--- src/hw/ebc_pkg.sv ---
package ebc_pkg;

  // Register byte offsets on the AHB-Lite slave.
  localparam logic [7:0]  EBC_CTRL_OFS     = 8'h00;
  localparam logic [7:0]  EBC_STAT_OFS     = 8'h04;
  localparam logic [7:0]  EBC_CNT_OFS      = 8'h08;
  localparam logic [7:0]  EBC_ID_OFS       = 8'h0c;
  localparam logic [7:0]  EBC_BASE_OFS     = 8'h10;

  // Control register fields.
  localparam int          EBC_CTRL_W       = 5;
  localparam int          EBC_CTRL_MASTER  = 0;
  localparam int          EBC_CTRL_CACHE   = 1;
  localparam int          EBC_CTRL_MULTI   = 2;
  localparam int          EBC_CTRL_LEGCFG  = 3;
  localparam int          EBC_CTRL_SHUTUP  = 4;
  localparam logic [4:0]  EBC_CTRL_RST     = 5'h00;

  // Status register fields.
  localparam int          EBC_STAT_W       = 5;
  localparam int          EBC_STAT_LEGACY  = 0;
  localparam int          EBC_STAT_CONFIG  = 1;
  localparam int          EBC_STAT_WANT    = 2;
  localparam int          EBC_STAT_REG     = 3;
  localparam int          EBC_STAT_LEGSEEN = 4;

  // Configuration bases, upper sixteen address bits.
  localparam logic [15:0] EBC_NEW_CFG_BASE = 16'hff00;
  localparam logic [15:0] EBC_OLD_CFG_BASE = 16'h00e8;

  // Card identity word; the value is arbitrary.
  localparam logic [31:0] EBC_CARD_ID      = 32'h5a5a0001;

  // Local memory and misc reset values.
  localparam int          EBC_MEM_WORDS    = 16;
  localparam logic [7:0]  EBC_BASE_RST     = 8'h00;
  localparam logic [3:0]  EBC_DS_NONE      = 4'hf;

  // Slave cycle states.
  typedef enum logic [2:0] {
    ST_IDLE,
    ST_RESP,
    ST_READ,
    ST_ACK,
    ST_MTWAIT
  } ebc_state_t;

endpackage : ebc_pkg

--- src/hw/ebc_card.sv ---
module ebc_card
  import ebc_pkg::*;
(
  // Clock and reset.
  input  wire logic        clk,
  input  wire logic        rst,
  // AHB-Lite register slave.
  input  wire logic        hsel,
  input  wire logic [31:0] haddr,
  input  wire logic [1:0]  htrans,
  input  wire logic        hwrite,
  input  wire logic [2:0]  hsize,
  input  wire logic [31:0] hwdata,
  input  wire logic        hready,
  output logic      [31:0] hrdata,
  output logic             hreadyout,
  output logic             hresp,
  // Backplane sense and configuration chain.
  input  wire logic        backplane_type_sense,
  input  wire logic        config_chain_in_n,
  output logic             config_chain_out_n,
  // Arbitration.
  input  wire logic        slot_bus_grant_n,
  input  wire logic        legacy_bus_want_n,
  output logic             slot_bus_request_n,
  // Address phase.
  input  wire logic        read_enable,
  input  wire logic [31:8] multiplexed_upper_address,
  input  wire logic [7:2]  short_low_address,
  input  wire logic [2:0]  address_space_code,
  input  wire logic        compatibility_strobe_n,
  input  wire logic        full_cycle_strobe_n,
  // Data phase.
  input  wire logic        data_output_enable,
  input  wire logic [3:0]  byte_lane_strobes_n,
  input  wire logic        multi_transfer_request_n,
  input  wire logic [31:0] data_in,
  output logic      [31:0] data_out,
  output logic             data_out_en,
  output logic             transfer_acknowledge_n,
  output logic             cache_inhibit_n,
  output logic             multi_transfer_acknowledge_n,
  output logic             slot_slave_response_n
);

  ebc_state_t                state_q;
  logic [EBC_CTRL_W-1:0]     ctrl_q;
  logic [31:0]               hrdata_q;
  logic                      wr_pend_q;
  logic [7:0]                wr_addr_q;
  logic                      legacy_q;
  logic                      legseen_q;
  logic                      configured_q;
  logic [7:0]                base_q;
  logic                      chain_out_n_q;
  logic                      req_n_q;
  logic                      registered_q;
  logic                      gnt_prev_q;
  logic [15:0]               grants_q;
  logic [15:0]               cycles_q;
  logic                      fcs_prev_q;
  logic                      mt_go_q;
  logic                      is_cfg_q;
  logic [31:0]               mem_q [EBC_MEM_WORDS];
  logic [31:0]               dout_q;
  logic                      doe_q;
  logic                      transfer_acknowledge_n_q;
  logic                      cache_inhibit_n_q;
  logic                      multi_transfer_acknowledge_n_q;
  logic                      slave_n_q;
  logic [31:0]               reg_rd_d;
  logic [31:0]               rd_word_d;
  logic [EBC_STAT_W-1:0]     stat_d;
  logic                      ahb_go;
  logic                      want;
  logic                      fcs_fall;
  logic                      space_mem;
  logic                      new_cfg;
  logic                      old_cfg;
  logic                      mem_hit;
  logic                      hit;
  logic                      write_now;
  logic [3:0]                idx;
  logic [7:0]                lane0_now;

  // Outputs come straight from their flops, except the fixed ready and response.
  assign hrdata                       = hrdata_q;
  assign hreadyout                    = 1'b1;
  assign hresp                        = 1'b0;
  assign config_chain_out_n           = chain_out_n_q;
  assign slot_bus_request_n           = req_n_q;
  assign data_out                     = dout_q;
  assign data_out_en                  = doe_q;
  assign transfer_acknowledge_n       = transfer_acknowledge_n_q;
  assign cache_inhibit_n              = cache_inhibit_n_q;
  assign multi_transfer_acknowledge_n = multi_transfer_acknowledge_n_q;
  assign slot_slave_response_n        = slave_n_q;

  // The slave never stalls, so ready and response are fixed OKAY levels.
  // Register decoding happens in the address phase for zero wait states.
  assign ahb_go = hsel & htrans[1] & hready;

  // Status view of the card's own state plus the live legacy bus-want line.
  always_comb begin
    stat_d                   = '0;
    stat_d[EBC_STAT_LEGACY]  = legacy_q;
    stat_d[EBC_STAT_CONFIG]  = configured_q;
    stat_d[EBC_STAT_WANT]    = ~legacy_bus_want_n;
    stat_d[EBC_STAT_REG]     = registered_q;
    stat_d[EBC_STAT_LEGSEEN] = legseen_q;
  end

  // Read mux; unmapped offsets read as zero.
  always_comb begin
    case (haddr[7:0])
      EBC_CTRL_OFS: reg_rd_d = {27'h0, ctrl_q};
      EBC_STAT_OFS: reg_rd_d = {27'h0, stat_d};
      EBC_CNT_OFS:  reg_rd_d = {grants_q, cycles_q};
      EBC_ID_OFS:   reg_rd_d = EBC_CARD_ID;
      EBC_BASE_OFS: reg_rd_d = {24'h0, base_q};
      default:      reg_rd_d = 32'h0;
    endcase
  end

  // Address phase capture; write data lands in the following data phase.
  always_ff @(posedge clk) begin
    if (rst) begin
      wr_pend_q <= 1'b0;
      wr_addr_q <= 8'h00;
      hrdata_q  <= 32'h0;
    end else begin
      wr_pend_q <= ahb_go & hwrite;
      if (ahb_go) begin
        wr_addr_q <= haddr[7:0];
      end
      if (ahb_go && !hwrite) begin
        hrdata_q <= reg_rd_d;
      end
    end
  end

  // Control register written by software steers the card.
  always_ff @(posedge clk) begin
    if (rst) begin
      ctrl_q <= EBC_CTRL_RST;
    end else if (wr_pend_q && wr_addr_q == EBC_CTRL_OFS) begin
      ctrl_q <= hwdata[EBC_CTRL_W-1:0];
    end
  end

  // Legacy-cycle flag is sticky; a new sighting beats a software clear.
  always_ff @(posedge clk) begin
    if (rst) begin
      legseen_q <= 1'b0;
    end else if (!compatibility_strobe_n && full_cycle_strobe_n) begin
      legseen_q <= 1'b1;
    end else if (wr_pend_q && wr_addr_q == EBC_STAT_OFS &&
                 hwdata[EBC_STAT_LEGSEEN]) begin
      legseen_q <= 1'b0;
    end
  end

  // Backplane type and configuration chain.
  always_ff @(posedge clk) begin
    if (rst) begin
      legacy_q      <= 1'b0;
      chain_out_n_q <= 1'b1;
    end else begin
      legacy_q <= ~backplane_type_sense;
      if (legacy_q) begin
        chain_out_n_q <= config_chain_in_n;
      end else begin
        chain_out_n_q <= ~(configured_q | ctrl_q[EBC_CTRL_SHUTUP]);
      end
    end
  end

  // Master registration: the request line changes level once per change of
  // intent. Bus ownership and grant acknowledge have no output here at all.
  assign want = ctrl_q[EBC_CTRL_MASTER] & ~legacy_q;
  always_ff @(posedge clk) begin
    if (rst) begin
      req_n_q      <= 1'b1;
      registered_q <= 1'b0;
      gnt_prev_q   <= 1'b1;
      grants_q     <= 16'h0000;
    end else begin
      gnt_prev_q <= slot_bus_grant_n;
      if (want != registered_q) begin
        req_n_q      <= ~req_n_q;
        registered_q <= want;
      end
      // Each grant stands for one full cycle, so falling edges are counted.
      if (registered_q && gnt_prev_q && !slot_bus_grant_n) begin
        grants_q <= grants_q + 16'h0001;
      end
    end
  end

  // Cycle decode at the falling edge of the full-cycle strobe. The
  // compatibility strobe plays no part, so legacy-only cycles never start.
  assign fcs_fall  = fcs_prev_q & ~full_cycle_strobe_n;
  assign space_mem = (address_space_code == 3'b100) |
                     (address_space_code == 3'b010) |
                     (address_space_code == 3'b101) |
                     (address_space_code == 3'b011);
  assign new_cfg   = ~configured_q & ~config_chain_in_n &
                     (multiplexed_upper_address[31:16] ==
                      EBC_NEW_CFG_BASE);
  assign old_cfg   = ~configured_q & ~config_chain_in_n &
                     ctrl_q[EBC_CTRL_LEGCFG] &
                     (multiplexed_upper_address[31:16] == EBC_OLD_CFG_BASE);
  assign mem_hit   = configured_q &
                     (multiplexed_upper_address[31:24] == base_q);
  assign hit       = ~legacy_q & space_mem & (new_cfg | old_cfg | mem_hit);

  // Upper address is gone soon after the strobe, so it is caught here.
  always_ff @(posedge clk) begin
    if (rst) begin
      fcs_prev_q <= 1'b1;
      is_cfg_q   <= 1'b0;
    end else begin
      fcs_prev_q <= full_cycle_strobe_n;
      if (fcs_fall) begin
        is_cfg_q <= new_cfg | old_cfg;
      end
    end
  end

  // Low address is read live each transfer; it can change between transfers of one cycle.
  assign idx       = short_low_address[5:2];
  assign lane0_now = mem_q[idx][7:0];
  assign write_now = (state_q == ST_RESP) & ~full_cycle_strobe_n &
                     data_output_enable & ~read_enable &
                     (byte_lane_strobes_n != EBC_DS_NONE);

  // Read word; with caching off only the strobed lanes carry data.
  always_comb begin
    rd_word_d = is_cfg_q ? EBC_CARD_ID : mem_q[idx];
    for (int i = 0; i < 4; i++) begin
      if (!cache_inhibit_n_q && byte_lane_strobes_n[i]) begin
        rd_word_d[8*i +: 8] = 8'h00;
      end
    end
  end

  // Local memory takes only the strobed bytes of a write.
  always_ff @(posedge clk) begin
    if (rst) begin
      for (int w = 0; w < EBC_MEM_WORDS; w++) begin
        mem_q[w] <= 32'h0;
      end
    end else if (write_now && !is_cfg_q) begin
      for (int i = 0; i < 4; i++) begin
        if (!byte_lane_strobes_n[i]) begin
          mem_q[idx][8*i +: 8] <= data_in[8*i +: 8];
        end
      end
    end
  end

  // A configuration write places the card at its base.
  always_ff @(posedge clk) begin
    if (rst) begin
      configured_q <= 1'b0;
      base_q       <= EBC_BASE_RST;
    end else if (write_now && is_cfg_q && !byte_lane_strobes_n[3]) begin
      configured_q <= 1'b1;
      base_q       <= data_in[31:24];
    end
  end

  // Count cycles this card answered.
  always_ff @(posedge clk) begin
    if (rst) begin
      cycles_q <= 16'h0000;
    end else if (state_q == ST_IDLE && fcs_fall && hit) begin
      cycles_q <= cycles_q + 16'h0001;
    end
  end

  // Slave cycle engine. Response and qualifiers go out one edge after the
  // strobe; the whole cycle is dropped the moment the strobe rises.
  always_ff @(posedge clk) begin
    if (rst) begin
      state_q   <= ST_IDLE;
      slave_n_q <= 1'b1;
      cache_inhibit_n_q  <= 1'b1;
      multi_transfer_acknowledge_n_q <= 1'b1;
      transfer_acknowledge_n_q <= 1'b1;
      dout_q    <= 32'h0;
      doe_q     <= 1'b0;
      mt_go_q   <= 1'b0;
    end else if (full_cycle_strobe_n && state_q != ST_IDLE) begin
      state_q   <= ST_IDLE;
      slave_n_q <= 1'b1;
      cache_inhibit_n_q  <= 1'b1;
      multi_transfer_acknowledge_n_q <= 1'b1;
      transfer_acknowledge_n_q <= 1'b1;
      doe_q     <= 1'b0;
      mt_go_q   <= 1'b0;
    end else begin
      case (state_q)
        ST_IDLE: begin
          if (fcs_fall && hit) begin
            state_q   <= ST_RESP;
            slave_n_q <= 1'b0;
            cache_inhibit_n_q  <= ~(new_cfg | old_cfg |
                           ~ctrl_q[EBC_CTRL_CACHE]);
            multi_transfer_acknowledge_n_q <= ~(ctrl_q[EBC_CTRL_MULTI] &
                           ~(new_cfg | old_cfg));
          end
        end
        ST_RESP: begin
          // A master that wants bursts asks at the start of data time.
          if (!multi_transfer_request_n && !multi_transfer_acknowledge_n_q) begin
            mt_go_q <= 1'b1;
          end
          if (data_output_enable && read_enable) begin
            dout_q  <= rd_word_d;
            doe_q   <= 1'b1;
            state_q <= ST_READ;
          end else if (write_now) begin
            transfer_acknowledge_n_q <= 1'b0;
            state_q   <= ST_ACK;
          end
        end
        ST_READ: begin
          // Data has stood a full cycle before it is acknowledged.
          transfer_acknowledge_n_q <= 1'b0;
          state_q   <= ST_ACK;
        end
        ST_ACK: begin
          // Without the handshake the acknowledge stands until the strobe
          // rises, so a plain master never sees it vanish early.
          if (mt_go_q && multi_transfer_request_n) begin
            transfer_acknowledge_n_q <= 1'b1;
            doe_q     <= 1'b0;
            state_q   <= ST_MTWAIT;
          end
        end
        ST_MTWAIT: begin
          if (!multi_transfer_request_n) begin
            state_q <= ST_RESP;
          end
        end
        default: begin
          state_q <= ST_IDLE;
        end
      endcase
    end
  end
endmodule : ebc_card

--- config.mk ---
export PLATFORM = sky130hd
export DESIGN_NAME = ebc_card
export DESIGN_NICKNAME = d
export VERILOG_FILES = /design/src/hw/ebc_pkg.sv /design/src/hw/ebc_card.sv
export SDC_FILE = /design/constraint.sdc
export NUM_CORES = 1
export LEC_CHECK = 0
export BUFFER_PORTS_ARGS = -buffer_cell sky130_fd_sc_hd__buf_2
export CORE_AREA = 4 4 203 254
export DETAILED_ROUTE_END_ITERATION = 8
export DIE_AREA = 0 0 207 258
export GPL_TIMING_DRIVEN = 0
export PLACE_DENSITY = 0.79
export SYNTH_ARGS = -nofsm -noshare
export SYNTH_HDL_FRONTEND = slang
export SYNTH_SLANG_ARGS = --single-unit
export TNS_END_PERCENT = 10
--- constraint.sdc ---
create_clock -name clk -period 3.3 [get_ports clk]
set_input_delay 0.33 -clock clk [delete_from_list [all_inputs] [get_ports clk]]
set_output_delay 0.33 -clock clk [all_outputs]
set_load 0.03 [all_outputs]
After elaboration in Yosys (flattened, before gate mapping)

Memories as Yosys holds them, arrays and structs flattened.
Cells that the tools add are included.

Bits in registers: 136
RAM bits: 512
Bits of input ports: 152
Output and inout port bits: 73
Word-level logic and storage cells: 177
Memories: 1

Add/sub/neg operators: 2
Eq/ne operators: 25
Muxes and demuxes: 43
Bitwise operators: 38
Reductions and logical operators: 44

Memories:

| memory | words | bits a word | read ports | clocked after Yosys merged registers in | wr ports | RTL line       | text |
|---|---|---|---|---|---|---|---|
| mem_q  | 16    | 32          | 1          | 0                                       | 16       | ebc_card.sv:64 | `logic [31:0] mem_q [EBC_MEM_WORDS];` |

Operators with widths:

| kind                                                                   | count |
|---|---|
| 32-bit one-hot mux with 5 select lines                                 | 1 |
| 32-bit 2-to-1 mux                                                      | 2 |
| 16-bit by 1-bit adder with 16-bit output, second input constant        | 2 |
| 8-bit 2-to-1 mux                                                       | 4 |
| 32-bit OR reduction                                                    | 1 |
| 1-bit 2-to-1 mux                                                       | 26 |
| 1-bit logical AND                                                      | 21 |
| 1-bit bitwise AND                                                      | 17 |
| 16-bit equality test, second input constant                            | 1 |
| 16-bit by 8-bit equality test with 1-bit output, second input constant | 1 |
| 8-bit by 3-bit equality test with 1-bit output, second input constant  | 2 |
| 8-bit by 4-bit equality test with 1-bit output, second input constant  | 2 |
| 8-bit logical NOT                                                      | 2 |
| 3-bit 2-to-1 mux                                                       | 5 |
| 3-bit one-hot mux with 5 select lines                                  | 1 |
| 1-bit inverter                                                         | 14 |
| 3-bit by 2-bit equality test with 1-bit output, second input constant  | 4 |
| 3-bit equality test, second input constant                             | 3 |
| 8-bit by 5-bit equality test with 1-bit output, second input constant  | 1 |
| 8-bit equality test                                                    | 1 |
| 1-bit logical NOT                                                      | 8 |
| 4-bit 2-to-1 mux                                                       | 2 |
| 2-bit != test, second input constant                                   | 4 |
| 4-bit AND reduction                                                    | 2 |
| other kinds (14)                                                       | 25 |

Logic depth before layout (Yosys ltp)

Depth in word-level cells: 11
Depth in mapped cells: 8
Gate-level depth less buffers: 5

Least setup slack after synthesis

OpenSTA, ideal clock, no wires.

Path type: flip-flop to flip-flop
Start: reg state_q[2]
End: reg cycles_q[10]
Library setup time: 123 ps
Arrival time: 2500 ps
Required time: 3177 ps
Slack: 677 ps
Stages on the path, launching flop included: 9
Buffers on the path: 3
Clock period less this slack: 2623 ps
Path through: dfxtp_1 > buf_6 > or3_4 > or4_1 > or4_1 > buf_2 > buf_6 > a21oi_2 > mux2_1

Longest elaborated chain between the ends: 3

RTL lines:

| element                        | RTL line        | text |
|---|---|---|
| start: declaration             | ebc_card.sv:46  | `ebc_state_t state_q;` |
| start signal: assignment       | ebc_card.sv:286 | `state_q <= ST_IDLE;` |
| start signal: assignment       | ebc_card.sv:295 | `state_q <= ST_IDLE;` |
| start signal: assignment       | ebc_card.sv:306 | `state_q <= ST_RESP;` |
| 3-bit logical NOT              | ebc_card.sv:277 | `end else if (state_q == ST_IDLE && fcs_fall && hit) begin` |
| 1-bit logical AND (2 in a row) | ebc_card.sv:277 |  |
| end signal: assignment         | ebc_card.sv:278 | `cycles_q <= cycles_q + 16'h0001;` |
| end: declaration               | ebc_card.sv:60  | `logic [15:0] cycles_q;` |

Every way passes these cells.
A chain may end at the register's enable or synchronous reset.

==> impl_metrics.tcl <==
set metrics [dict create \
    cts_buffers 60 \
    port_buffers 151 \
    crit_fanout 10 \
    rsz0062_at_grt "true" \
    final_cell_mix "515 x and2_1, 512 x edfxtp_1, 159 x mux4_2" \
    root_buffer "clkbuf_16" \
    max_stage_delay_ns 0.52 \
    fin_area_sq_mm 0.03305 \
    synth_area_sq_mm 0.02920 \
    cpLargestDelayFamily "simple AND/OR/NAND/NOR gates" \
    drtAntennaViolNets 0 \
    post_cts_buffers 0 \
    die_h_um 258 \
    ios 225 \
    fp.dieW_um 207 \
    grt_start_max_net_pins 16 \
    synthesis.instances 2126 \
    worst-path-stages 8 \
    path_clk_slew_ns 0.06 \
    cp_slowest_cell "nor2_2" \
    power_density_mw_per_mm2 521.7 \
    cts_tree "yes" \
    post-route-period-util 0.9783 \
    area_delta_synth_final_pct 13.19 \
    post_dp_cell_area_sq_mm 0.03077 \
    max_slew_margin 0.2017 \
    viasPerCell 6.014 \
    dr.pass1.iters 8 \
    max_cap_violations 0 \
    status "finished, final reports clean" \
    hp-class "in -> reg" \
    cts.sinks 648 \
    p_leak_uw 0.01222 \
    ir_drop_uv 501.8 \
    design.core.area_sq_mm 0.04919 \
    grt_pass1_wl_um 113800 \
    end_kind "register" \
    antenna_found_initial 2 \
    place.gp.congestion 0.9611 \
    hpwl_um 55140 \
    grt_pass1_vias 19020 \
    final_util 0.6719 \
    syn_nets 2280 \
    nets 2509 \
    min_period_ns 3.228 \
    worst-path-buf-inv 3 \
    startpoint_type "register" \
    setup_viol_count_final 0 \
    h-tree-depth 2 \
    start_util 0.5936 \
    max_freq_ghz 0.3098 \
    drc 0 \
    overflow 0 \
    synth-edff-count 512 \
    synth.yosys.seq_area_share 0.6198 \
    dieArea_sq_mm 0.05341 \
    cts.path.max_buffers 3 \
    drive_above_1_share 0.2198 \
    wl_um 75170 \
    holdWs_ns 0.03715 \
    ys_types 59 \
    worstMarginPinSlew_ns 1.190 \
    async_flop_share 0 \
    avgSynthCellArea_sq_um 13.73 \
    finalHoldViolCount 0 \
    fp-row-count 91 \
    worst-r2r-cell-count 8 \
    vias 18400 \
    track_usage 0.2802 \
    holdPathStages 2 \
    maxSlewViolCount 0 \
    worst_path_most_repeated_cell "clkbuf_1" \
    worstPathRequired_ns 3.61 \
    synthFlopType "edfxtp_1" \
    finClkSkew_ns 0.02373 \
    clk_latency_ns 0.64 \
    worstPathArrival_ns 3.54 \
    reg2reg_slack_ns 0.07 \
    post_drt_wl_per_cell_um 24.57 \
    synth_warnings 0 \
    layout_commonest_cell "and2_1" \
    path_cells "clkbuf_1 -> nor4b_1 -> nand4_1 -> or2_2 -> clkbuf_1 -> clkbuf_1 -> nor2_2 -> or2_2" \
    critPathKind "reg -> reg" \
    drtIter0Drc 1937 \
    ys_ff_latch 648 \
]
==> cell families (layout without fill, tap and decap cells) <==
logic type | after synthesis | count (layout) | share of synthesized area
AOI/OAI and AO/OA | 147 | 147 | 0.03240
xor gates and xnor gates | 22 | 22 | 0.006599
adders and majority gates | 2 | 2 | 0.0008569
buffers and inverters | 157 | 438 | 0.02130
DFF | 648 | 648 | 0.6198
muxes | 194 | 194 | 0.1353
other | 2 | 3 | 0.0002572
and+or+nand+nor | 954 | 954 | 0.1835
==> power breakdown <==
| part | switching (uW) | total [uW] | internal [uW] | leakage (uW) |
|---|---|---|---|---|
| clock network | 3020 | 7120 | 4100 | 0.00103 |
| registers | 70.0 | 9060 | 8990 | 0.00638 |
| logic | 648 | 1060 | 415 | 0.00481 |
==> timing repair <==
action / 4_1_cts / 5_1_grt
endpoints found under the setup margin: 16 / 344
gates cloned: 0 / 0
resized for setup: 2 / 32
endpoints found under the hold margin: 16 / 0
hold buffers: 16 / 0
==> synth_stat cells (4+ instances only) <==
cell type,count,share of area
mux4_2,159,0.12
edfxtp_1,512,0.53
dfxtp_1,136,0.093
o21ai_0,41,0.0070
o2bb2ai_1,4,0.0012
nor4_1,7,0.0015
a21oi_1,34,0.0058
nand2_1,103,0.013
a21oi_2,11,0.0033
mux2_1,13,0.0050
and2_1,515,0.11
nand4_1,16,0.0034
and3_1,5,0.0011
xnor2_1,16,0.0048
nand2b_1,9,0.0019
buf_1,26,0.0033
nor3_1,11,0.0019
o211ai_1,8,0.0021
a211oi_1,4,0.0010
a31oi_1,4,0.00086
inv_1,30,0.0039
or3_1,6,0.0013
or2_2,68,0.015
nor2_1,141,0.018
clkbuf_1,94,0.012
nand3_1,25,0.0043
xor2_1,6,0.0018
nor2b_1,28,0.0060
mux2i_1,20,0.0069
nor4b_1,4,0.0012
a22oi_1,21,0.0054
==> worst paths after layout <==
check                                         startpoint            end
worst max-delay path                          state_q[0]  mem_q[14][18]
worst min-delay path            multi_transfer_request_n     state_q[2]
worst max register to register                state_q[0]  mem_q[14][18]
worst min register to register              data_out[17]   data_out[17]
==> final cells by class <==
class / count / area (sq um)
Sequential cell: 648 / 18100
Fill cell: 3454 / 16140
Multi-Input combinational cell: 1321 / 10560
Clock buffer: 92 / 1813
Timing Repair Buffer: 167 / 915.9
Tap cell: 651 / 814.5
Buffer: 127 / 511.7
Clock inverter: 22 / 221.5
Inverter: 30 / 112.6
Antenna cell: 1 / 2.502
==> worst register-to-register path: cells and delay by family, from the launching register on <==
| family | cells | cell delay (ns) |
|---|---|---|
| flops | 1 | 0.34 |
| buf+inv | 3 | 0.83 |
| simple gates | 5 | 1.75 |
==> metal layers <==
layer | GRT usage | vias up | routed length [um]
li1 | - | 8169 | -
met1 | 0.3259 | 9128 | 25670
met2 | 0.5021 | 886 | 39410
met3 | 0.05018 | 211 | 5849
met4 | 0.1385 | 2 | 4224
met5 | 0 | - | 20
==> stage by stage <==
stage                     cells  total power, uW  worst slack, ns  TNS [ns]
after floorplan            2126             9839           0.6768         0
after global placement     2928            10230          -0.5393    -46.21
after detailed placement   2928            10270          -0.6643    -88.30
after CTS                  3058            17280         -0.01202  -0.07835
after global routing       3058            17690          -0.1846    -28.51
final                      3059            17240          0.07168         0
==> flip-flops by register name (all words and copies together), names as in the netlist, 3 cells and up <==
register / count
mem_q: 512
data_out: 32
hrdata: 32
cycles_q: 16
grants_q: 16
base_q: 8
wr_addr_q: 8
ctrl_q: 5
state_q: 3
No activity file was read; power rests on OpenSTA's default activity.
